### src/verilog/vecdec_defines.vh
/*
 * Constants for the vector graph character decoder: control codes, tags,
 * incremental codes, state codes and widths.
 * Assumes inclusion by the decoder, the bound checker and the bench only.
 */
// Summary of operation
// RQ1: Each graph-mode address moves straight from current to new position, which becomes current.
// RQ2: First address after entering graph mode moves dark; later ones draw.
// RQ3: Bell as first character after graph entry makes the first vector drawn.
// RQ4: Point mode moves dark but lights the pixel at each address.
// RQ5: A position is two 10-bit coordinates, Y first then X.
// RQ6: Each coordinate is high five bits then low five bits from two characters.
// RQ7: Top two bits tag: 01 high part, 11 Y low, 10 X low.
// RQ8: Tag 01 is X high after Y low, Y high after X low.
// RQ9: Graph entry presets tag history as if X low just arrived.
// RQ10: Omitted characters keep old values; X low triggers the move.
// RQ11: Host sends X high only directly after Y low.
// RQ12: Extended-address precision bits are accepted and discarded.
// RQ13: Zero byte is ignored in every mode.
// RQ14: Escape in any mode starts a control sequence, not address data.
// RQ15: 1D graph, 1C point, 1F or 0D alpha mode.
// RQ16: 1E incremental; space pen up, P pen down, letters step eight directions.
// RQ17: Other characters end incremental mode and go out as alpha text.
// RQ18: Steps accumulate in 12 bits; upper 10 bits select the pixel.
// RQ19: Escape p to t makes later graph vectors dark.
// RQ20: Escape backquote to d or h to l makes later graph vectors written.
// RQ21: Escape question mark acts as a delete byte.
// RQ22: Escape 70-74 dark, 60-64 or 68-6C written, others ignored.
// RQ23: Each move goes out with start, end and draw flag, held by ready.
`ifndef VECDEC_DEFINES_VH
`define VECDEC_DEFINES_VH
`define C_NUL      8'h00
`define C_BEL      8'h07
`define C_CR       8'h0d
`define C_ESC      8'h1b
`define C_POINT    8'h1c
`define C_GRAPH    8'h1d
`define C_INCR     8'h1e
`define C_ALPHA    8'h1f
`define C_DEL      8'h7f
`define C_QMARK    8'h3f
`define C_SPACE    8'h20
`define C_PEN_DN   8'h50
`define C_MV_R     8'h41
`define C_MV_RU    8'h45
`define C_MV_U     8'h44
`define C_MV_LU    8'h46
`define C_MV_L     8'h42
`define C_MV_LD    8'h4a
`define C_MV_D     8'h48
`define C_MV_RD    8'h49
`define W_DARK_LO  8'h70
`define W_DARK_HI  8'h74
`define W_WR1_LO   8'h60
`define W_WR1_HI   8'h64
`define W_WR2_LO   8'h68
`define W_WR2_HI   8'h6c
`define TAG_HIGH   2'b01
`define TAG_YLOW   2'b11
`define TAG_XLOW   2'b10
`define TAG_MSB    6
`define TAG_LSB    5
`define HALF_W     5
`define FRAC_W     2
`define KIND_MOVE  2'h0
`define KIND_POINT 2'h1
`define KIND_TEXT  2'h2
`define KIND_DEL   2'h3
`define ST_ALPHA   4'h1
`define ST_GRAPH   4'h2
`define ST_POINT   4'h4
`define ST_INCR    4'h8
`define STEP_ONE   12'h001
`endif

### src/verilog/vec_skid_buffer.v
/*
 * Two-entry buffer with valid and ready on both sides.
 * Assumes one clock and a synchronous active-high reset.
 */
module vec_skid_buffer #(
   parameter WIDTH = 8
) (
   // Clock and reset
   input  wire             sys_clk,
   input  wire             reset,
   // Filling side
   input  wire             in_valid,
   output wire             in_ready,
   input  wire [WIDTH-1:0] in_data,
   // Draining side
   output wire             out_valid,
   input  wire             out_ready,
   output wire [WIDTH-1:0] out_data
);
   reg [WIDTH-1:0] mem_r [0:1];
   reg             wptr_r;
   reg             rptr_r;
   reg [1:0]       count_r;
   wire            push;
   wire            pop;

   assign in_ready  = (count_r != 2'h2);
   assign out_valid = (count_r != 2'h0);
   assign out_data  = mem_r[rptr_r];
   assign push      = in_valid & in_ready;
   assign pop       = out_valid & out_ready;

   always @(posedge sys_clk) begin
      if (reset) begin
         wptr_r  <= 1'b0;
         rptr_r  <= 1'b0;
         count_r <= 2'h0;
      end else begin
         if (push) begin
            mem_r[wptr_r] <= in_data;
            wptr_r        <= ~wptr_r;
         end
         if (pop)
            rptr_r <= ~rptr_r;
         if (push & ~pop)
            count_r <= count_r + 2'h1;
         else if (pop & ~push)
            count_r <= count_r - 2'h1;
      end
   end
endmodule

### src/verilog/vector_graph_char_decoder.v
/*
 * Byte-stream decoder turning host characters into drawing commands for a
 * frame-buffer engine: graph, point and incremental modes plus escapes.
 * Assumes the host byte stream is on sys_clk with a valid/ready handshake
 * and that the drawing engine accepts commands with cmd_valid/cmd_ready.
 */
`include "vecdec_defines.vh"
module vector_graph_char_decoder #(
   parameter COORD_W = 10,
   parameter INCR_W  = 12
) (
   // Clock and reset
   input  wire               sys_clk,
   input  wire               reset,
   // Host character stream
   input  wire               rx_valid,
   output reg                rx_ready,
   input  wire [7:0]         rx_byte,
   // Drawing engine command
   output reg                cmd_valid,
   input  wire               cmd_ready,
   output reg  [1:0]         cmd_kind,
   output reg                cmd_draw,
   output reg  [COORD_W-1:0] cmd_x0,
   output reg  [COORD_W-1:0] cmd_y0,
   output reg  [COORD_W-1:0] cmd_x1,
   output reg  [COORD_W-1:0] cmd_y1,
   output reg  [7:0]         cmd_char,
   // Mode status
   output reg  [3:0]         mode
);
   localparam PW = 2 + 1 + 4 * COORD_W + 8;

   // ==========================================================
   // Decoder state
   reg [3:0]         state_r;
   reg               esc_r;
   reg               first_r;
   reg               pen_r;
   reg               dark_sel_r;
   reg               last_ylow_r;
   reg [`HALF_W-1:0] yh_r, yl_r, xh_r, xl_r;
   reg [COORD_W-1:0] curx_r, cury_r;
   reg [INCR_W-1:0]  ix_r, iy_r;

   // Command word toward the buffer.
   reg               push;
   reg [1:0]         p_kind;
   reg               p_draw;
   reg [COORD_W-1:0] p_x1, p_y1;
   reg [7:0]         p_char;
   wire              buf_ready;
   wire              buf_valid;
   wire [PW-1:0]     buf_data;
   wire [PW-1:0]     push_data;

   wire [1:0]        tag   = rx_byte[`TAG_MSB:`TAG_LSB];
   wire [`HALF_W-1:0] low5 = rx_byte[`HALF_W-1:0];
   wire              take  = rx_valid & buf_ready;
   wire              graphic = (state_r == `ST_GRAPH) | (state_r == `ST_POINT);

   assign push_data = {p_kind, p_draw, curx_r, cury_r, p_x1, p_y1, p_char};

   // A byte is only taken when the buffer has room, so a stalled engine
   // backs up into the host stream and no command is dropped. [RQ23]
   always @* begin
      rx_ready = buf_ready;
   end

   vec_skid_buffer #(
      .WIDTH (PW)
   ) u_buf (
      .sys_clk   (sys_clk),
      .reset     (reset),
      .in_valid  (push),
      .in_ready  (buf_ready),
      .in_data   (push_data),
      .out_valid (buf_valid),
      .out_ready (~cmd_valid | cmd_ready),
      .out_data  (buf_data)
   );

   // ==========================================================
   // Byte interpretation
   reg [3:0]         st_nxt;
   reg               esc_nxt, first_nxt, pen_nxt, dark_nxt, ylow_nxt;
   reg [`HALF_W-1:0] yh_nxt, yl_nxt, xh_nxt, xl_nxt;
   reg [COORD_W-1:0] curx_nxt, cury_nxt;
   reg [INCR_W-1:0]  ix_nxt, iy_nxt;
   reg               step;
   reg [INCR_W-1:0]  dx, dy;

   always @* begin
      st_nxt = state_r; esc_nxt = esc_r; first_nxt = first_r; pen_nxt = pen_r;
      dark_nxt = dark_sel_r; ylow_nxt = last_ylow_r;
      yh_nxt = yh_r; yl_nxt = yl_r; xh_nxt = xh_r; xl_nxt = xl_r;
      curx_nxt = curx_r; cury_nxt = cury_r; ix_nxt = ix_r; iy_nxt = iy_r;
      push = 1'b0; p_kind = `KIND_MOVE; p_draw = 1'b0;
      p_x1 = curx_r; p_y1 = cury_r; p_char = rx_byte;
      step = 1'b0; dx = {INCR_W{1'b0}}; dy = {INCR_W{1'b0}};
      if (take) begin
         if (rx_byte == `C_NUL) begin
            // Ignored everywhere, also inside an escape. [RQ13]
         end else if (esc_r) begin
            esc_nxt = 1'b0;
            if (rx_byte >= `W_DARK_LO && rx_byte <= `W_DARK_HI)
               dark_nxt = 1'b1; // [RQ19] [RQ22]
            else if ((rx_byte >= `W_WR1_LO && rx_byte <= `W_WR1_HI) ||
                     (rx_byte >= `W_WR2_LO && rx_byte <= `W_WR2_HI))
               dark_nxt = 1'b0; // [RQ20] [RQ22]
            else if (rx_byte == `C_QMARK) begin
               push = 1'b1; // [RQ21]
               p_kind = `KIND_DEL;
               p_char = `C_DEL;
            end
            // Every other escape code is dropped silently. [RQ22]
         end else if (rx_byte == `C_ESC) begin
            esc_nxt = 1'b1; // [RQ14]
         end else if (rx_byte == `C_GRAPH) begin
            st_nxt = `ST_GRAPH; // [RQ15]
            first_nxt = 1'b1; // [RQ2]
            ylow_nxt = 1'b0; // [RQ9]
         end else if (rx_byte == `C_POINT) begin
            st_nxt = `ST_POINT; // [RQ15]
            ylow_nxt = 1'b0;
         end else if (rx_byte == `C_INCR) begin
            st_nxt = `ST_INCR; // [RQ16]
            ix_nxt = {curx_r, {`FRAC_W{1'b0}}};
            iy_nxt = {cury_r, {`FRAC_W{1'b0}}};
         end else if (rx_byte == `C_ALPHA || rx_byte == `C_CR) begin
            st_nxt = `ST_ALPHA; // [RQ15]
            if (rx_byte == `C_CR) begin
               push = 1'b1;
               p_kind = `KIND_TEXT;
            end
         end else if (graphic) begin
            if (rx_byte == `C_BEL) begin
               if (state_r == `ST_GRAPH)
                  first_nxt = 1'b0; // [RQ3]
            end else if (tag == `TAG_HIGH) begin
               // The tag history picks which high half this is. [RQ8]
               if (last_ylow_r)
                  xh_nxt = low5;
               else
                  yh_nxt = low5; // [RQ6]
            end else if (tag == `TAG_YLOW) begin
               // An extra-precision byte comes as a first low-Y byte; the true low-Y
               // byte after it overwrites it, so the two extra bits are dropped. [RQ12]
               yl_nxt = low5; // [RQ7]
               ylow_nxt = 1'b1;
            end else if (tag == `TAG_XLOW) begin
               // Completes the address; held halves are reused. [RQ10] [RQ5]
               xl_nxt = low5;
               ylow_nxt = 1'b0;
               push = 1'b1;
               p_y1 = {yh_r, yl_r}; // [RQ6]
               p_x1 = {xh_r, low5};
               curx_nxt = {xh_r, low5}; // [RQ1]
               cury_nxt = {yh_r, yl_r};
               if (state_r == `ST_POINT) begin
                  p_kind = `KIND_POINT; // [RQ4]
                  p_draw = 1'b0;
               end else begin
                  p_kind = `KIND_MOVE; // [RQ1]
                  p_draw = ~first_r & ~dark_sel_r; // [RQ2] [RQ19] [RQ20]
                  first_nxt = 1'b0;
               end
            end
         end else if (state_r == `ST_INCR) begin
            case (rx_byte)
               `C_SPACE:  pen_nxt = 1'b0; // [RQ16]
               `C_PEN_DN: pen_nxt = 1'b1;
               `C_MV_R:   begin step = 1'b1; dx = `STEP_ONE; end
               `C_MV_RU:  begin step = 1'b1; dx = `STEP_ONE; dy = `STEP_ONE; end
               `C_MV_U:   begin step = 1'b1; dy = `STEP_ONE; end
               `C_MV_LU:  begin step = 1'b1; dx = -`STEP_ONE; dy = `STEP_ONE; end
               `C_MV_L:   begin step = 1'b1; dx = -`STEP_ONE; end
               `C_MV_LD:  begin step = 1'b1; dx = -`STEP_ONE; dy = -`STEP_ONE; end
               `C_MV_D:   begin step = 1'b1; dy = -`STEP_ONE; end
               `C_MV_RD:  begin step = 1'b1; dx = `STEP_ONE; dy = -`STEP_ONE; end
               default: begin
                  st_nxt = `ST_ALPHA; // [RQ17]
                  push = 1'b1;
                  p_kind = `KIND_TEXT;
               end
            endcase
            if (step) begin
               // Sub-pixel steps: only the top bits reach the screen. [RQ18]
               ix_nxt = ix_r + dx;
               iy_nxt = iy_r + dy;
               push = 1'b1;
               p_kind = `KIND_MOVE;
               p_draw = pen_r;
               p_x1 = ix_nxt[INCR_W-1:`FRAC_W];
               p_y1 = iy_nxt[INCR_W-1:`FRAC_W];
               curx_nxt = p_x1;
               cury_nxt = p_y1;
            end
         end else begin
            push = 1'b1;
            p_kind = `KIND_TEXT;
         end
      end
   end

   always @(posedge sys_clk) begin
      if (reset) begin
         state_r <= `ST_ALPHA; esc_r <= 1'b0; first_r <= 1'b1; pen_r <= 1'b0;
         dark_sel_r <= 1'b0; last_ylow_r <= 1'b0;
         yh_r <= 5'h00; yl_r <= 5'h00; xh_r <= 5'h00; xl_r <= 5'h00;
         curx_r <= {COORD_W{1'b0}}; cury_r <= {COORD_W{1'b0}};
         ix_r <= {INCR_W{1'b0}}; iy_r <= {INCR_W{1'b0}};
      end else begin
         state_r <= st_nxt; esc_r <= esc_nxt; first_r <= first_nxt; pen_r <= pen_nxt;
         dark_sel_r <= dark_nxt; last_ylow_r <= ylow_nxt;
         yh_r <= yh_nxt; yl_r <= yl_nxt; xh_r <= xh_nxt; xl_r <= xl_nxt;
         curx_r <= curx_nxt; cury_r <= cury_nxt; ix_r <= ix_nxt; iy_r <= iy_nxt;
      end
   end

   // ==========================================================
   // Output register stage
   always @(posedge sys_clk) begin
      if (reset) begin
         cmd_valid <= 1'b0; cmd_kind <= `KIND_MOVE; cmd_draw <= 1'b0;
         cmd_x0 <= {COORD_W{1'b0}}; cmd_y0 <= {COORD_W{1'b0}};
         cmd_x1 <= {COORD_W{1'b0}}; cmd_y1 <= {COORD_W{1'b0}};
         cmd_char <= 8'h00; mode <= `ST_ALPHA;
      end else begin
         mode <= state_r;
         if (~cmd_valid | cmd_ready) begin
            cmd_valid <= buf_valid; // [RQ23]
            if (buf_valid)
               {cmd_kind, cmd_draw, cmd_x0, cmd_y0, cmd_x1, cmd_y1, cmd_char} <= buf_data;
         end
      end
   end
endmodule

### config.mk
export PLATFORM = sky130hd
export DESIGN_NAME = vector_graph_char_decoder
export DESIGN_NICKNAME = d
export VERILOG_FILES = /design/src/verilog/vec_skid_buffer.v /design/src/verilog/vector_graph_char_decoder.v
export VERILOG_INCLUDE_DIRS = /design/src /design/src/verilog
export SDC_FILE = /design/constraint.sdc
export NUM_CORES = 1
export LEC_CHECK = 0
export ABC_AREA = 1
export BUFFER_PORTS_ARGS = -buffer_cell sky130_fd_sc_hd__buf_2
export CAP_MARGIN = 20
export CORE_ASPECT_RATIO = 0.5
export CORE_MARGIN = 1.5
export CORE_UTILIZATION = 40
export DETAILED_ROUTE_END_ITERATION = 12
export PLACE_DENSITY = 0.63
export SYNTH_ARGS = -nofsm -noshare
export SYNTH_HDL_FRONTEND = slang
export SYNTH_SLANG_ARGS = --single-unit
### constraint.sdc
create_clock -name sys_clk -period 5.25 [get_ports sys_clk]
set_input_delay 1.05 -clock sys_clk [delete_from_list [all_inputs] [get_ports sys_clk]]
set_output_delay 1.05 -clock sys_clk [all_outputs]
set_load 0.02 [all_outputs]
## Word-level counts from Yosys, hierarchy flattened

Memories as Yosys holds them, arrays and structs flattened. A register that Yosys moved wholly into a read port is not among the register bits.
Cells that the tools add are included.

| operators by class | value |
|---|---|
| divide/modulo/power cells | 0 |
| eq/ne operators | 40 |
| $lt $le $gt $ge | 6 |
| shifts and indexed selects | 0 |
| multiplexer cells | 173 |
| reduce and logical (&&, ||, !) cells | 34 |
| add/subtract/negate cells | 4 |
| $mul | 0 |
| bitwise gates (word level) | 26 |

Operators by type and width:

| cell | count |
|---|---|
| 12-bit two-way mux | 30 |
| 10-bit two-way mux | 30 |
| 1-bit two-way mux | 79 |
| 8-bit by 7-bit == test with 1-bit output (second input constant) | 9 |
| 8-bit two-way mux | 6 |
| 12-bit case mux with 2 select lines | 2 |
| 8-bit by 5-bit == test with 1-bit output (second input constant) | 5 |
| 2-bit two-way mux | 18 |
| 12-bit AND reduction | 3 |
| 4-bit two-way mux | 7 |
| 12-bit adder | 2 |
| 8-bit by 7-bit greater-or-equal comparator with 1-bit output (second input constant) | 3 |
| 8-bit by 7-bit <= comparator with 1-bit output (second input constant) | 3 |
| 3-bit != test (second input constant) | 7 |
| 10-bit AND reduction | 2 |
| 1-bit inverter | 18 |
| 8-bit by 6-bit == test with 1-bit output (second input constant) | 2 |
| 2-bit nonzero test | 7 |
| 13-bit AND reduction | 1 |
| 3-bit OR reduction | 4 |
| 11-bit AND reduction | 1 |
| 2-bit != test (second input constant) | 5 |
| 5-bit by 1-bit != test with 1-bit output (second input constant) | 2 |
| 10-bit OR reduction | 1 |
| 24 further kinds | 36 |

| storage, ports and cells | value |
|---|---|
| memory bits (writable) | 102 |
| output and inout port bits | 57 |
| bits in read-only memories | 0 |
| register bits after elaboration | 77 |
| latch bits | 0 |
| logic and storage cells | 302 |
| memories | 1 |

Memories:

| memory | depth | bits a word | read ports | clocked after memory_dff | write ports | line | text |
|---|---|---|---|---|---|---|---|
| u_buf.mem_r | 2 | 51 | 1 | 1 | 1 | vec_skid_buffer.v:20 | `reg [WIDTH-1:0] mem_r [0:1];` |

## Longest topological paths before layout

Gate-level depths: netlist of the first run.

| depth | value |
|---|---|
| word-level depth | 29 |
| mapped depth | 18 |
| gate-level depth less buffers | 17 |

## Cells and area by module

From an unflattened synthesis of the first run, not the netlist that was laid out.

| second synthesis, totals | value |
|---|---|
| cells, all modules | 1338 |
| area total of the unflattened synthesis | 11262.1 um^2 |

Modules (own cells, without submodules):

| module | cells an instance | instances | area an instance (um^2) | seq. area each (um^2) |
|---|---|---|---|---|
| vector_graph_char_decoder | 1142 | 1 | 7085.5 | 2482.4 |
| vec_skid_buffer | 196 | 1 | 4176.5 | 3163.0 |

## Worst setup path before layout of the first run

No wires, ideal clock.

| timing | value |
|---|---|
| path kind | input -> register |
| start point | in rx_byte[3] |
| end point | mem u_buf.mem_r[1][0] (netlist bit) (enable) |
| data required time | 4790 ps |
| setup slack | 546 ps |
| buffers on the path | 1 |
| arrival | 4244 ps |
| cell stages on the path | 9 |
| cell sequence | buf_2 > nand2_1 > inv_1 > nand2_1 > nor3_1 > inv_1 > a21oi_1 > nand2_1 > nor2_1 |

| between the ends | value |
|---|---|
| longest elaborated chain between the ends | 28 |
| elaborated cells on any way between the ends | 64 |
| those cells by class | order compare: 6; eq/ne: 18; mux: 31; bitwise: 1; reduce/logical: 8 |

Ends and longest elaborated chain:

| what | line | text |
|---|---|---|
| start: declaration | vector_graph_char_decoder.v:18 | `input wire [7:0] rx_byte,` |
| 8-bit by 7-bit == test with 1-bit output | vector_graph_char_decoder.v:170 | `case (rx_byte)` |
| 8-bit OR reduction (no source line) | - |  |
| 1-bit two-way mux | vector_graph_char_decoder.v:170 |  |
| 1-bit two-way mux | vector_graph_char_decoder.v:169 | `` end else if (state_r == `ST_INCR) begin `` |
| 1-bit two-way mux | vector_graph_char_decoder.v:136 | `end else if (graphic) begin` |
| 1-bit two-way mux | vector_graph_char_decoder.v:130 | `` end else if (rx_byte == `C_ALPHA \|\| rx_byte == `C_CR) begin `` |
| 1-bit two-way mux | vector_graph_char_decoder.v:126 | `` end else if (rx_byte == `C_INCR) begin `` |
| 1-bit two-way mux | vector_graph_char_decoder.v:123 | `` end else if (rx_byte == `C_POINT) begin `` |
| (+12 left out) | - |  |
| 1-bit two-way mux | vector_graph_char_decoder.v:117 | `` end else if (rx_byte == `C_ESC) begin `` |
| 1-bit two-way mux | vector_graph_char_decoder.v:104 | `end else if (esc_r) begin` |
| 1-bit two-way mux * | vector_graph_char_decoder.v:102 | `` if (rx_byte == `C_NUL) begin `` |
| 1-bit two-way mux * | vector_graph_char_decoder.v:101 | `if (take) begin` |
| 1-bit AND * | vec_skid_buffer.v:30 | `assign push = in_valid & in_ready;` |
| 1-bit two-way mux * | vec_skid_buffer.v:39 | `if (push) begin` |
| 1-bit two-way mux * | vec_skid_buffer.v:34 | `if (reset) begin` |
| 1-bit two-way mux (not written as such) * | vec_skid_buffer.v:40 | `mem_r[wptr_r] <= in_data;` |
| end: declaration | vec_skid_buffer.v:20 |  |

Every way passes the cells marked *; elsewhere a longest branch is shown, timed or not. The select of a mux whose other input is x is not followed.

## Final worst setup path of the first run

| timing | value |
|---|---|
| start point | in rx_byte[5] |
| end point | mem u_buf.mem_r[1][27] (netlist bit), data pin |

| between the ends | value |
|---|---|
| longest elaborated chain between the ends | 25 |
| elaborated cells on any way between the ends | 61 |
| those cells by class | add/sub: 1; eq/ne: 18; mux: 37; reduce/logical: 5 |

Ends and longest elaborated chain:

| what | line | text |
|---|---|---|
| 8-bit by 7-bit == test with 1-bit output | vector_graph_char_decoder.v:170 |  |
| 3-bit OR reduction (no source line) | - |  |
| 12-bit case mux with 2 select lines | vector_graph_char_decoder.v:170 |  |
| 12-bit two-way mux | vector_graph_char_decoder.v:169 |  |
| 12-bit two-way mux | vector_graph_char_decoder.v:136 |  |
| 12-bit two-way mux | vector_graph_char_decoder.v:130 |  |
| 12-bit two-way mux | vector_graph_char_decoder.v:126 |  |
| 12-bit two-way mux | vector_graph_char_decoder.v:123 |  |
| (+9 left out) | - |  |
| 10-bit two-way mux | vector_graph_char_decoder.v:130 |  |
| 10-bit two-way mux | vector_graph_char_decoder.v:126 |  |
| 10-bit two-way mux | vector_graph_char_decoder.v:123 |  |
| 10-bit two-way mux | vector_graph_char_decoder.v:119 | `` end else if (rx_byte == `C_GRAPH) begin `` |
| 10-bit two-way mux | - |  |
| 10-bit two-way mux | vector_graph_char_decoder.v:104 |  |
| 10-bit two-way mux * | vector_graph_char_decoder.v:102 |  |
| 10-bit two-way mux * | - |  |

Marked as above.

==> impl_metrics.json, run 1 <==
{
  "status": "finished clean",
  "crit_path_cell_trace": "buf_2 -> inv_2 -> nand2_1 -> buf_4 -> nor2_1 -> nand2_1 -> inv_1 -> ha_1 -> nand2_1 -> nand2_1 -> nand2_1 -> nand2_1 -> a21oi_1 -> nand3_1 -> nand3_1 -> nand2_1 -> nand2_1 -> inv_1",
  "grt_util_all_layers": 0.2114,
  "fin_setup_tns_ns": 0,
  "critPathKind": "input pin to register",
  "ctsLongestPathBuffers": 3,
  "ant_nets": 0,
  "global_route.usage.met3": 0.03176,
  "finalNetCount": 1435,
  "clock.fmax_mhz": 285.5,
  "floorplan.initialDensity": 0.4090,
  "cts_tree": "yes",
  "clk_pin_slew_ns": 0.06,
  "fp.coreArea_mm2": 0.02654,
  "slew_headroom": 0.3567,
  "synth_top_area_cell": "edfxtp_1",
  "pin_count": 69,
  "ys_seq_area_frac": 0.5183,
  "grt_pass1_vias": 8329,
  "crit_path_start_kind": "input pin",
  "slew_viol_final": 0,
  "cp_max_fo": 20,
  "p_leak_nw": 5.483,
  "crit_top_cell": "nand2_1",
  "clk_latency_ns": 0.53,
  "synthToLayoutAreaGrowth_pct": 12.69,
  "cts_made_buffers": 23,
  "worst_ep_arrival_time_ns": 3.78,
  "critPathTopFamily": "simple AND/OR/NAND/NOR gates",
  "drcViolationCount": 0,
  "port_buffers": 68,
  "syn_avg_cell_area_um2": 7.980,
  "fin_ws_ns": 1.748,
  "rsz0062_at_grt": "false",
  "root_buffer": "clkbuf_16",
  "vias": 9127,
  "final_util": 0.4609,
  "antenna_found_initial": 1,
  "ys_types": 40,
  "synth_edf_count": 102,
  "wl_per_cell_um": 16.82,
  "clock_skew_ns": 0.01180,
  "instances_no_fill": 1767,
  "use_met2": 0.3108,
  "reg2reg_setup_slack_ns": 2.33,
  "busiest_layer": "met1",
  "syn_area_mm2": 0.01085,
  "postPlaceCellArea_mm2": 0.01142,
  "synth_nets": 1397,
  "syn_inst": 1360,
  "ys_ff_latch": 230,
  "viasPerCell": 5.165,
  "place_ws_ns": 1.289,
  "cp_num_buf_inv": 5,
  "grt_pass1_wl_mm": 46.94,
  "hp-class": "register to register",
  "slowest_stage": "ha_1",
  "finalCriticalPeriod_ns": 3.502,
  "gr-total-overflow": 0,
  "postCtsSetupRepairBufs": 0,
  "first_iter_violations": 936,
  "use_met1": 0.3297,
  "p_total_mw": 5.421,
  "finalWirelength_mm": 29.72,
  "crit_required_ns": 5.53,
  "synth_flop_cell": "dfxtp_1",
  "die_h_um": 119.5,
  "num_rows": 42,
  "cts_resized": 0,
  "die_x_um": 235.9,
  "worstMarginPinSlew_ns": 0.9636,
  "gp_congestion": 0.8836,
  "synth_top_area_share": 0.2822,
  "power_density_mw_per_mm2": 443.3,
  "ys_async_sr_fraction": 0,
  "hold_buffers": 0,
  "maxCapViolations": 0,
  "grt_max_degree": 60,
  "synth.most_common_cell": "nand2_1",
  "dr.pass1.iters": 5,
  "final_area_mm2": 0.01223,
  "report.final.setup_viol": 0,
  "ir_drop_uv": 279.8,
  "timing.final.crit_share": 0.6671,
  "place_hpwl_mm": 20.50,
  "htree_levels": 1,
  "hold_viol": 0,
  "layout-drive-gt1-share": 0.1067,
  "synth_area_leaders": "edfxtp_1 (28%), dfxtp_1 (24%), nand2_1 (15%)",
  "diodes": 0,
  "fin_hold_ws_ns": 0.4641,
  "cts.sink_count": 230,
  "yosysWarnings": 0,
  "dpl.cell_count": 1724,
  "die-area_mm2": 0.02819,
  "ys_top_cells_by_count": "nand2_1 (438), dfxtp_1 (128), inv_1 (124), nor2_1 (122), edfxtp_1 (102)",
  "critPathCaptureType": "register",
  "worst_path_largest_cell_delay_ns": 0.40
}
[routing by layer]
metal,routed length (um),vias up,share of wire
met3,2278,34,0.077
li1,-,4514,-
met4,411,0,0.014
met1,14680,4302,0.49
met2,12350,277,0.42
met5,0,-,0
[sequential cells by signal (all words and copies together), names as in the netlist, 2 cells and up]
name,cells
cmd_char,8
cmd_kind,2
cmd_x0,10
cmd_x1,10
cmd_y0,10
cmd_y1,10
curx_r,10
cury_r,10
ix_r,12
iy_r,12
mode,4
state_r,4
u_buf.count_r,2
u_buf.mem_r,102
xh_r,5
yh_r,5
yl_r,5
[worst paths after layout]
kind | startpoint | end | depth (start not counted)
max reg2reg | state_r[3]$_SDFFE_PP0P_ | u_buf.mem_r[0][42]$_DFFE_PP_ | 11
min | xh_r[0]$_SDFFE_PP0P_ | xh_r[0]$_SDFFE_PP0P_ | 2
max | rx_byte[5] | u_buf.mem_r[1][27]$_DFFE_PP_ | 18
min reg2reg | xh_r[0]$_SDFFE_PP0P_ | xh_r[0]$_SDFFE_PP0P_ | 2
[layout by cell type, fill, tap and decap left out, types with 7 or more instances in the layout]
cell type / instances
a31oi_1: 52
o21ai_1: 7
o211ai_1: 13
edfxtp_1: 102
buf_4: 8
nor2_1: 121
clkbuf_16: 23
a21oi_1: 53
inv_1: 122
nand3_1: 75
nand3b_1: 7
buf_2: 68
ha_1: 23
nor3_1: 8
nand2_1: 438
o21ai_0: 87
inv_2: 12
dfxtp_1: 127
[logic make-up after synthesis]
family	count (synthesis)	share of synthesized area
AOI/OAI and AO/OA	220	0.1131
xor gates and xnor gates	7	0.005649
adders and majority gates	25	0.03021
buffers and inverters	201	0.07459
DFF	230	0.5183
and+or+nand+nor	677	0.2581
[layout make-up]
class	instances	area, um2
clock buffer	31	635.6
clock inverter	11	156.4
fill	2541	14310
inverter	137	514.2
multi-input combinational	929	4437
sequential	230	5627
tap	352	440.4
timing repair buffer	77	420.4
[power breakdown]
part	internal, mW	total (mW)	leakage, nW	switching [mW]
registers	2.19	2.35	2.01	0.164
logic	0.379	1.35	3.10	0.969
clock network	1.01	1.72	0.380	0.712
[worst min-delay path: cells and delay by family, from the launching register on]
kind	cells	cell delay, ns
buffers and inverters	1	0.06
AOI/OAI and AO/OA	1	0.06
DFF	1	0.30
No activity file was read; power rests on OpenSTA's default activity.
==> inputs of run 2 (changes only) <==
- PLACE_DENSITY: 0.63 -> 0.66
- clock period: 5.25 -> 3.1 ns (I/O delays scaled with it)
==> run 2 against run 1 <==
  * Combinational power is 73% higher
  * Clock skew is 0.0013 ns lower
  * Setup slack worse by 1.6 ns
  * Hold slack worse by 0.039 ns
  * Sequential share of layout area is 2.0 points lower
  * Critical endpoint is now u_buf.mem_r[0][25]$_DFFE_PP_
  * Largest power group unchanged
  * Highest routed layer unchanged
==> impl_metrics.json, run 2 (synthesis results as in run 1) <==
{
  "status": "finished clean",
  "reg2reg_depth": 15,
  "die_h_um": 119.5,
  "clk_latency_ns": 0.53,
  "cp_max_fo": 11,
  "ir_drop_uv": 416.8,
  "final_cell_mix": "nand2_1 (438), dfxtp_1 (127), inv_1 (121), nor2_1 (121), edfxtp_1 (102)",
  "die_x_um": 235.9,
  "port_buffers": 68,
  "fin_ws_ns": 0.1907,
  "num_rows": 42,
  "dpl.cell_count": 1791,
  "finalWirelength_mm": 31.36,
  "antenna_found_initial": 0,
  "worst_ep_arrival_time_ns": 3.19,
  "hold_buffers": 0,
  "global_route.usage.met3": 0.03245,
  "use_met2": 0.3190,
  "slew_viol_final": 0,
  "slowest_stage": "ha_1",
  "worstMarginPinSlew_ns": 0.6426,
  "dr.pass1.iters": 5,
  "final_util": 0.4822,
  "power_density_mw_per_mm2": 730.8,
  "grt_max_degree": 106,
  "grt_pass1_wl_mm": 49.13,
  "vias": 9479,
  "pin_count": 69,
  "layout-drive-gt1-share": 0.1465,
  "timing.final.crit_share": 0.9385,
  "postPlaceCellArea_mm2": 0.01198,
  "crit_path_start_kind": "input pin",
  "ant_nets": 0,
  "die-area_mm2": 0.02819,
  "root_buffer": "clkbuf_16",
  "synthToLayoutAreaGrowth_pct": 17.90,
  "finalNetCount": 1501,
  "top_register": "u_buf.mem_r",
  "report.final.setup_viol": 0,
  "crit_required_ns": 3.38,
  "use_met1": 0.3499,
  "crit_path_cell_trace": "buf_2 -> nand2_1 -> inv_1 -> nor2_1 -> nand2_1 -> clkinvlp_4 -> ha_1 -> nand2_1 -> buf_4 -> nor2_1 -> nand3_1 -> nand3_1 -> nand2_1 -> nand3_1 -> nand2_1 -> nand2_1 -> inv_1",
  "cts_made_buffers": 23,
  "crit_start": "rx_byte[3]",
  "clk_pin_slew_ns": 0.07,
  "wl_per_cell_um": 17.11,
  "hold_viol": 0,
  "largest_register_ffs": 102,
  "instances_no_fill": 1833,
  "cp-endpoint": "u_buf.mem_r[0][25]$_DFFE_PP_",
  "cp_num_buf_inv": 5,
  "gr-total-overflow": 0,
  "reg2reg_setup_slack_ns": 0.56,
  "rsz0062_at_grt": "false",
  "p_leak_nw": 5.821,
  "r2r_end": "u_buf.count_r[1]$_SDFFE_PP0P_",
  "critPathTopFamily": "simple AND/OR/NAND/NOR gates",
  "cts.sink_count": 230,
  "clock_skew_ns": 0.01054,
  "ctsLongestPathBuffers": 3,
  "viasPerCell": 5.171,
  "clock.fmax_mhz": 343.7,
  "diodes": 0,
  "crit_top_cell": "nand2_1",
  "worst_path_largest_cell_delay_ns": 0.44,
  "fp.coreArea_mm2": 0.02654,
  "grt_pass1_vias": 8678,
  "final_area_mm2": 0.01280,
  "critPathCaptureType": "register",
  "slew_headroom": 0.5716,
  "finalCriticalPeriod_ns": 2.909,
  "drcViolationCount": 0,
  "grt_util_all_layers": 0.2209,
  "cts_tree": "yes",
  "maxCapViolations": 0,
  "gp_congestion": 0.9118,
  "reg_top3": "u_buf.mem_r x102, ix_r x12, iy_r x12",
  "floorplan.initialDensity": 0.4090,
  "timing.rr.start": "state_r[3]$_SDFFE_PP0P_",
  "busiest_layer": "met1",
  "place_hpwl_mm": 22.06,
  "first_iter_violations": 1021,
  "htree_levels": 1,
  "path_depth": 17,
  "fin_hold_ws_ns": 0.4252,
  "critPathKind": "input pin to register",
  "hp-class": "input pin to register",
  "mostFrequentLayoutCell": "nand2_1",
  "place_ws_ns": -0.3043
}
## run 2: layer usage
layer | vias to the layer above | wire (um)
li1 | 4667 | -
met1 | 4454 | 15770
met2 | 331 | 12790
met3 | 27 | 2469
met4 | 0 | 333
met5 | - | 0
## run 2: power breakdown
group,total (mW),switching [mW],internal [mW]
registers,4.01,0.300,3.71
logic,2.34,1.66,0.683
clock network,3.00,1.23,1.77
## run 2: final cells by class
class	instances	area [um2]
multi-input combinational	929	4437
inverter	137	518.0
sequential	230	5627
clock buffer	30	621.8
fill	2498	13740
clock inverter	12	186.4
tap	352	440.4
timing repair buffer	143	965.9
## run 2: worst reg2reg max path: stages (launching register included)
cell	delay [ns]
dfxtp_1	0.34
nor2_1	0.14
nand3_1	0.23
nand2_2	0.30
nand2_1	0.18
nand2_1	0.10
nand2_1	0.05
nand2_1	0.07
nand2_1	0.07
nand2_1	0.14
inv_1	0.06
ha_1	0.30
a21oi_1	0.11
o21ai_0	0.11
o21ai_0	0.16
a21oi_1	0.06
## run 2: metrics by stage
step | TNS (ns) | power (mW)
floorplan | 0 | 5.476
global placement | -3.404 | 6.366
detailed placement | -5.717 | 6.410
CTS | 0 | 9.407
global route | 0 | 9.784
finish | 0 | 9.351
## run 2: repair_timing
item	in CTS	in global routing
resized for setup	0	1
setup endpoints to repair	0	1
buffers inserted	0	0
## run 2: how the worst min path moves through the flow
| stage | from | endpoint | slack (ns) | depth (start not counted) |
|---|---|---|---|---|
| after global placement | yh_r[0]$_SDFFE_PP0P_ | yh_r[0]$_SDFFE_PP0P_ | 0.44 | 2 |
| after detailed placement | yh_r[1]$_SDFFE_PP0P_ | yh_r[1]$_SDFFE_PP0P_ | 0.45 | 2 |
| after floorplan | curx_r[9]$_SDFF_PP0_ | u_buf.mem_r[0][47]$_DFFE_PP_ | 0.43 | 0 |
| after global routing | rx_byte[7] | u_buf.mem_r[1][7]$_DFFE_PP_ | 0.42 | 2 |
| final | cmd_ready | cmd_valid$_SDFFE_PP0N_ | 0.43 | 4 |
| after CTS | cmd_ready | cmd_valid$_SDFFE_PP0N_ | 0.42 | 4 |
==> inputs of run 3 (changes only) <==
- REMOVE_ABC_BUFFERS: unset -> 1
- clock period: 3.1 -> 2.67 ns (I/O delays scaled with it)
==> run 3 against run 2 <==
  * Die area did not move
  * Setup slack got worse by 0.021 ns
  * Sequential share of layout area fell by 1.5 points
  * Hold slack got worse by 0.20 ns
  * Via count rose by 0.28%
  * First-iteration DRC count fell by 19%
  * Cell area rose by 3.5%
  * Non-clock buffer count rose by 45
  * Count of clock-buffer cells in the layout fell by 3
  * Combinational power rose by 19%
  * Register-to-register slack got worse by 0.07 ns
  * Clock skew rose by 0.0028 ns
==> impl_metrics.json, run 3 (synthesis results as in run 1) <==
{
  "clk_latency_ns": 0.54,
  "grt_util_all_layers": 0.2208,
  "synthToLayoutAreaGrowth_pct": 22.03,
  "die_h_um": 119.5,
  "worstMarginPinSlew_ns": 0.6373,
  "antenna_found_initial": 0,
  "clk_pin_slew_ns": 0.07,
  "die-area_mm2": 0.02819,
  "hp-class": "input pin to register",
  "fin_hold_ws_ns": 0.2275,
  "slowest_stage": "ha_1",
  "fin_ws_ns": 0.1693,
  "hold_viol": 0,
  "combinationalPowerShare": 0.254,
  "pin_count": 69,
  "gp_congestion": 0.9049,
  "crit_required_ns": 2.96,
  "cts_resized": 0,
  "slew_viol_final": 0,
  "slew_headroom": 0.5725,
  "cts.sink_count": 230,
  "crit_top_cell": "nand2_1",
  "cts_made_buffers": 23,
  "reg_top3": "u_buf.mem_r x102, ix_r x12, iy_r x12",
  "finalCriticalPeriod_ns": 2.501,
  "finalWirelength_mm": 30.75,
  "instances_no_fill": 1878,
  "final_util": 0.4991,
  "clock.fmax_mhz": 399.9,
  "finalNetCount": 1546,
  "report.final.setup_viol": 0,
  "clockPowerShare": 0.327,
  "dpl.cell_count": 1836,
  "swShare": 0.3361,
  "floorplan.initialDensity": 0.4090,
  "dr.pass1.iters": 5,
  "grt_pass1_vias": 8962,
  "cp_num_buf_inv": 7,
  "grt_max_degree": 106,
  "layout-drive-gt1-share": 0.1756,
  "multi_input_area_mm2": 0.004447,
  "crit_path_cell_trace": "buf_2 -> nand2_1 -> inv_1 -> nor2_2 -> nand2_1 -> inv_1 -> buf_12 -> buf_4 -> ha_1 -> nand2_1 -> inv_1 -> nand2_1 -> nand2_1 -> a21oi_1 -> nand3_1 -> nand3_1 -> nand2_1 -> nand2_1 -> inv_1",
  "maxCapViolations": 0,
  "viasPerCell": 5.062,
  "rsz0062_at_grt": "false",
  "cp_max_fo": 10,
  "fp.coreArea_mm2": 0.02654,
  "power_density_mw_per_mm2": 828.4,
  "drcViolationCount": 0,
  "hold_buffers": 0,
  "largest_register_ffs": 102,
  "critPathCaptureType": "register",
  "intPower_mw": 7.284,
  "wl_per_cell_um": 16.37,
  "clock_skew_ns": 0.01333,
  "top_register": "u_buf.mem_r",
  "worst_ep_arrival_time_ns": 2.80,
  "postCtsSetupRepairBufs": 0,
  "die_x_um": 235.9,
  "critPathKind": "input pin to register",
  "worst_path_largest_cell_delay_ns": 0.31,
  "p_leak_nw": 6.094,
  "power.switching_mw": 3.687,
  "fillers": 2496,
  "ctsLongestPathBuffers": 3,
  "mostFrequentLayoutCell": "nand2_1",
  "crit_path_start_kind": "input pin",
  "cts_tree": "yes",
  "seqPwrFrac": 0.419,
  "register_area_mm2": 0.005627,
  "timing.final.crit_share": 0.9366,
  "final_cell_mix": "nand2_1 (438), dfxtp_1 (127), inv_1 (122)",
  "place_ws_ns": -0.3772,
  "place_hpwl_mm": 22.02,
  "num_rows": 42,
  "vias": 9506,
  "ant_nets": 0,
  "gr-total-overflow": 0,
  "critPathTopFamily": "simple AND/OR/NAND/NOR gates",
  "grt_pass1_wl_mm": 48.90,
  "first_iter_violations": 830,
  "status": "finished clean",
  "ir_drop_uv": 532.9,
  "diodes": 0,
  "htree_levels": 1,
  "root_buffer": "clkbuf_16",
  "port_buffers": 68
}
run 3: changes by cell type in the layout (fill, tap and decap cells not counted), sizes merged:
cell | previous run | this run
clkbuf | 30 | 27
bufinv | 4 | 5
inv | 134 | 138
buf | 143 | 188
clkinvlp | 3 | 1
run 3: worst paths after layout:
kind	start	endpoint	slack (ns)	depth (start not counted)
min reg2reg	yh_r[2]$_SDFFE_PP0P_	yh_r[2]$_SDFFE_PP0P_	0.45	2
max	rx_byte[1]	u_buf.mem_r[0][17]$_DFFE_PP_	0.17	19
min	rx_byte[7]	u_buf.mem_r[1][7]$_DFFE_PP_	0.23	1
max reg2reg	u_buf.count_r[0]$_SDFFE_PP0P_	u_buf.mem_r[0][17]$_DFFE_PP_	0.49	13
run 3: power groups by stage:
| stage | clock network [mW] | registers, mW | logic [mW] |
|---|---|---|---|
| 2_1_floorplan | 0 | 4.96 | 1.04 |
| 3_3_place_gp | 0 | 4.64 | 2.76 |
| 3_5_place_dp | 0 | 4.66 | 2.78 |
| 6_report | 3.59 | 4.59 | 2.79 |
| 4_1_cts | 3.64 | 4.59 | 2.80 |
| 5_1_grt | 3.77 | 4.65 | 3.06 |
run 3: area by class of cell:
| type | instances | share of cell area |
|---|---|---|
| clock buffer | 27 | 0.04535 |
| clock inverter | 15 | 0.01691 |
| inverter | 137 | 0.03883 |
| multi-input combinational | 929 | 0.3358 |
| sequential | 230 | 0.4248 |
| tap | 352 | 0.03325 |
| timing repair buffer | 188 | 0.1051 |
run 3: stage by stage:
stage               TNS [ns]  power, mW  cell area (um2)
finish                     0      10.97            13240
global route               0      11.48            13240
CTS                        0      11.03            13230
detailed placement    -10.10      7.446            12410
global placement      -7.997      7.400            12410
floorplan            -170.08      5.991            10560
run 3: worst register-to-register path: cells and delay by family (launching register included):
family        cells  cell delay, ns
simple gates      9            1.08
flops             1            0.36
buf+inv           4            0.49
run 3: routing by layer:
layer | vias up | share of wire | global-route usage
li1 | 4758 | - | -
met1 | 4415 | 0.50 | 0.3354
met2 | 290 | 0.41 | 0.3276
met3 | 43 | 0.072 | 0.03292
met4 | 0 | 0.019 | 0.05202
met5 | - | 0 | 0
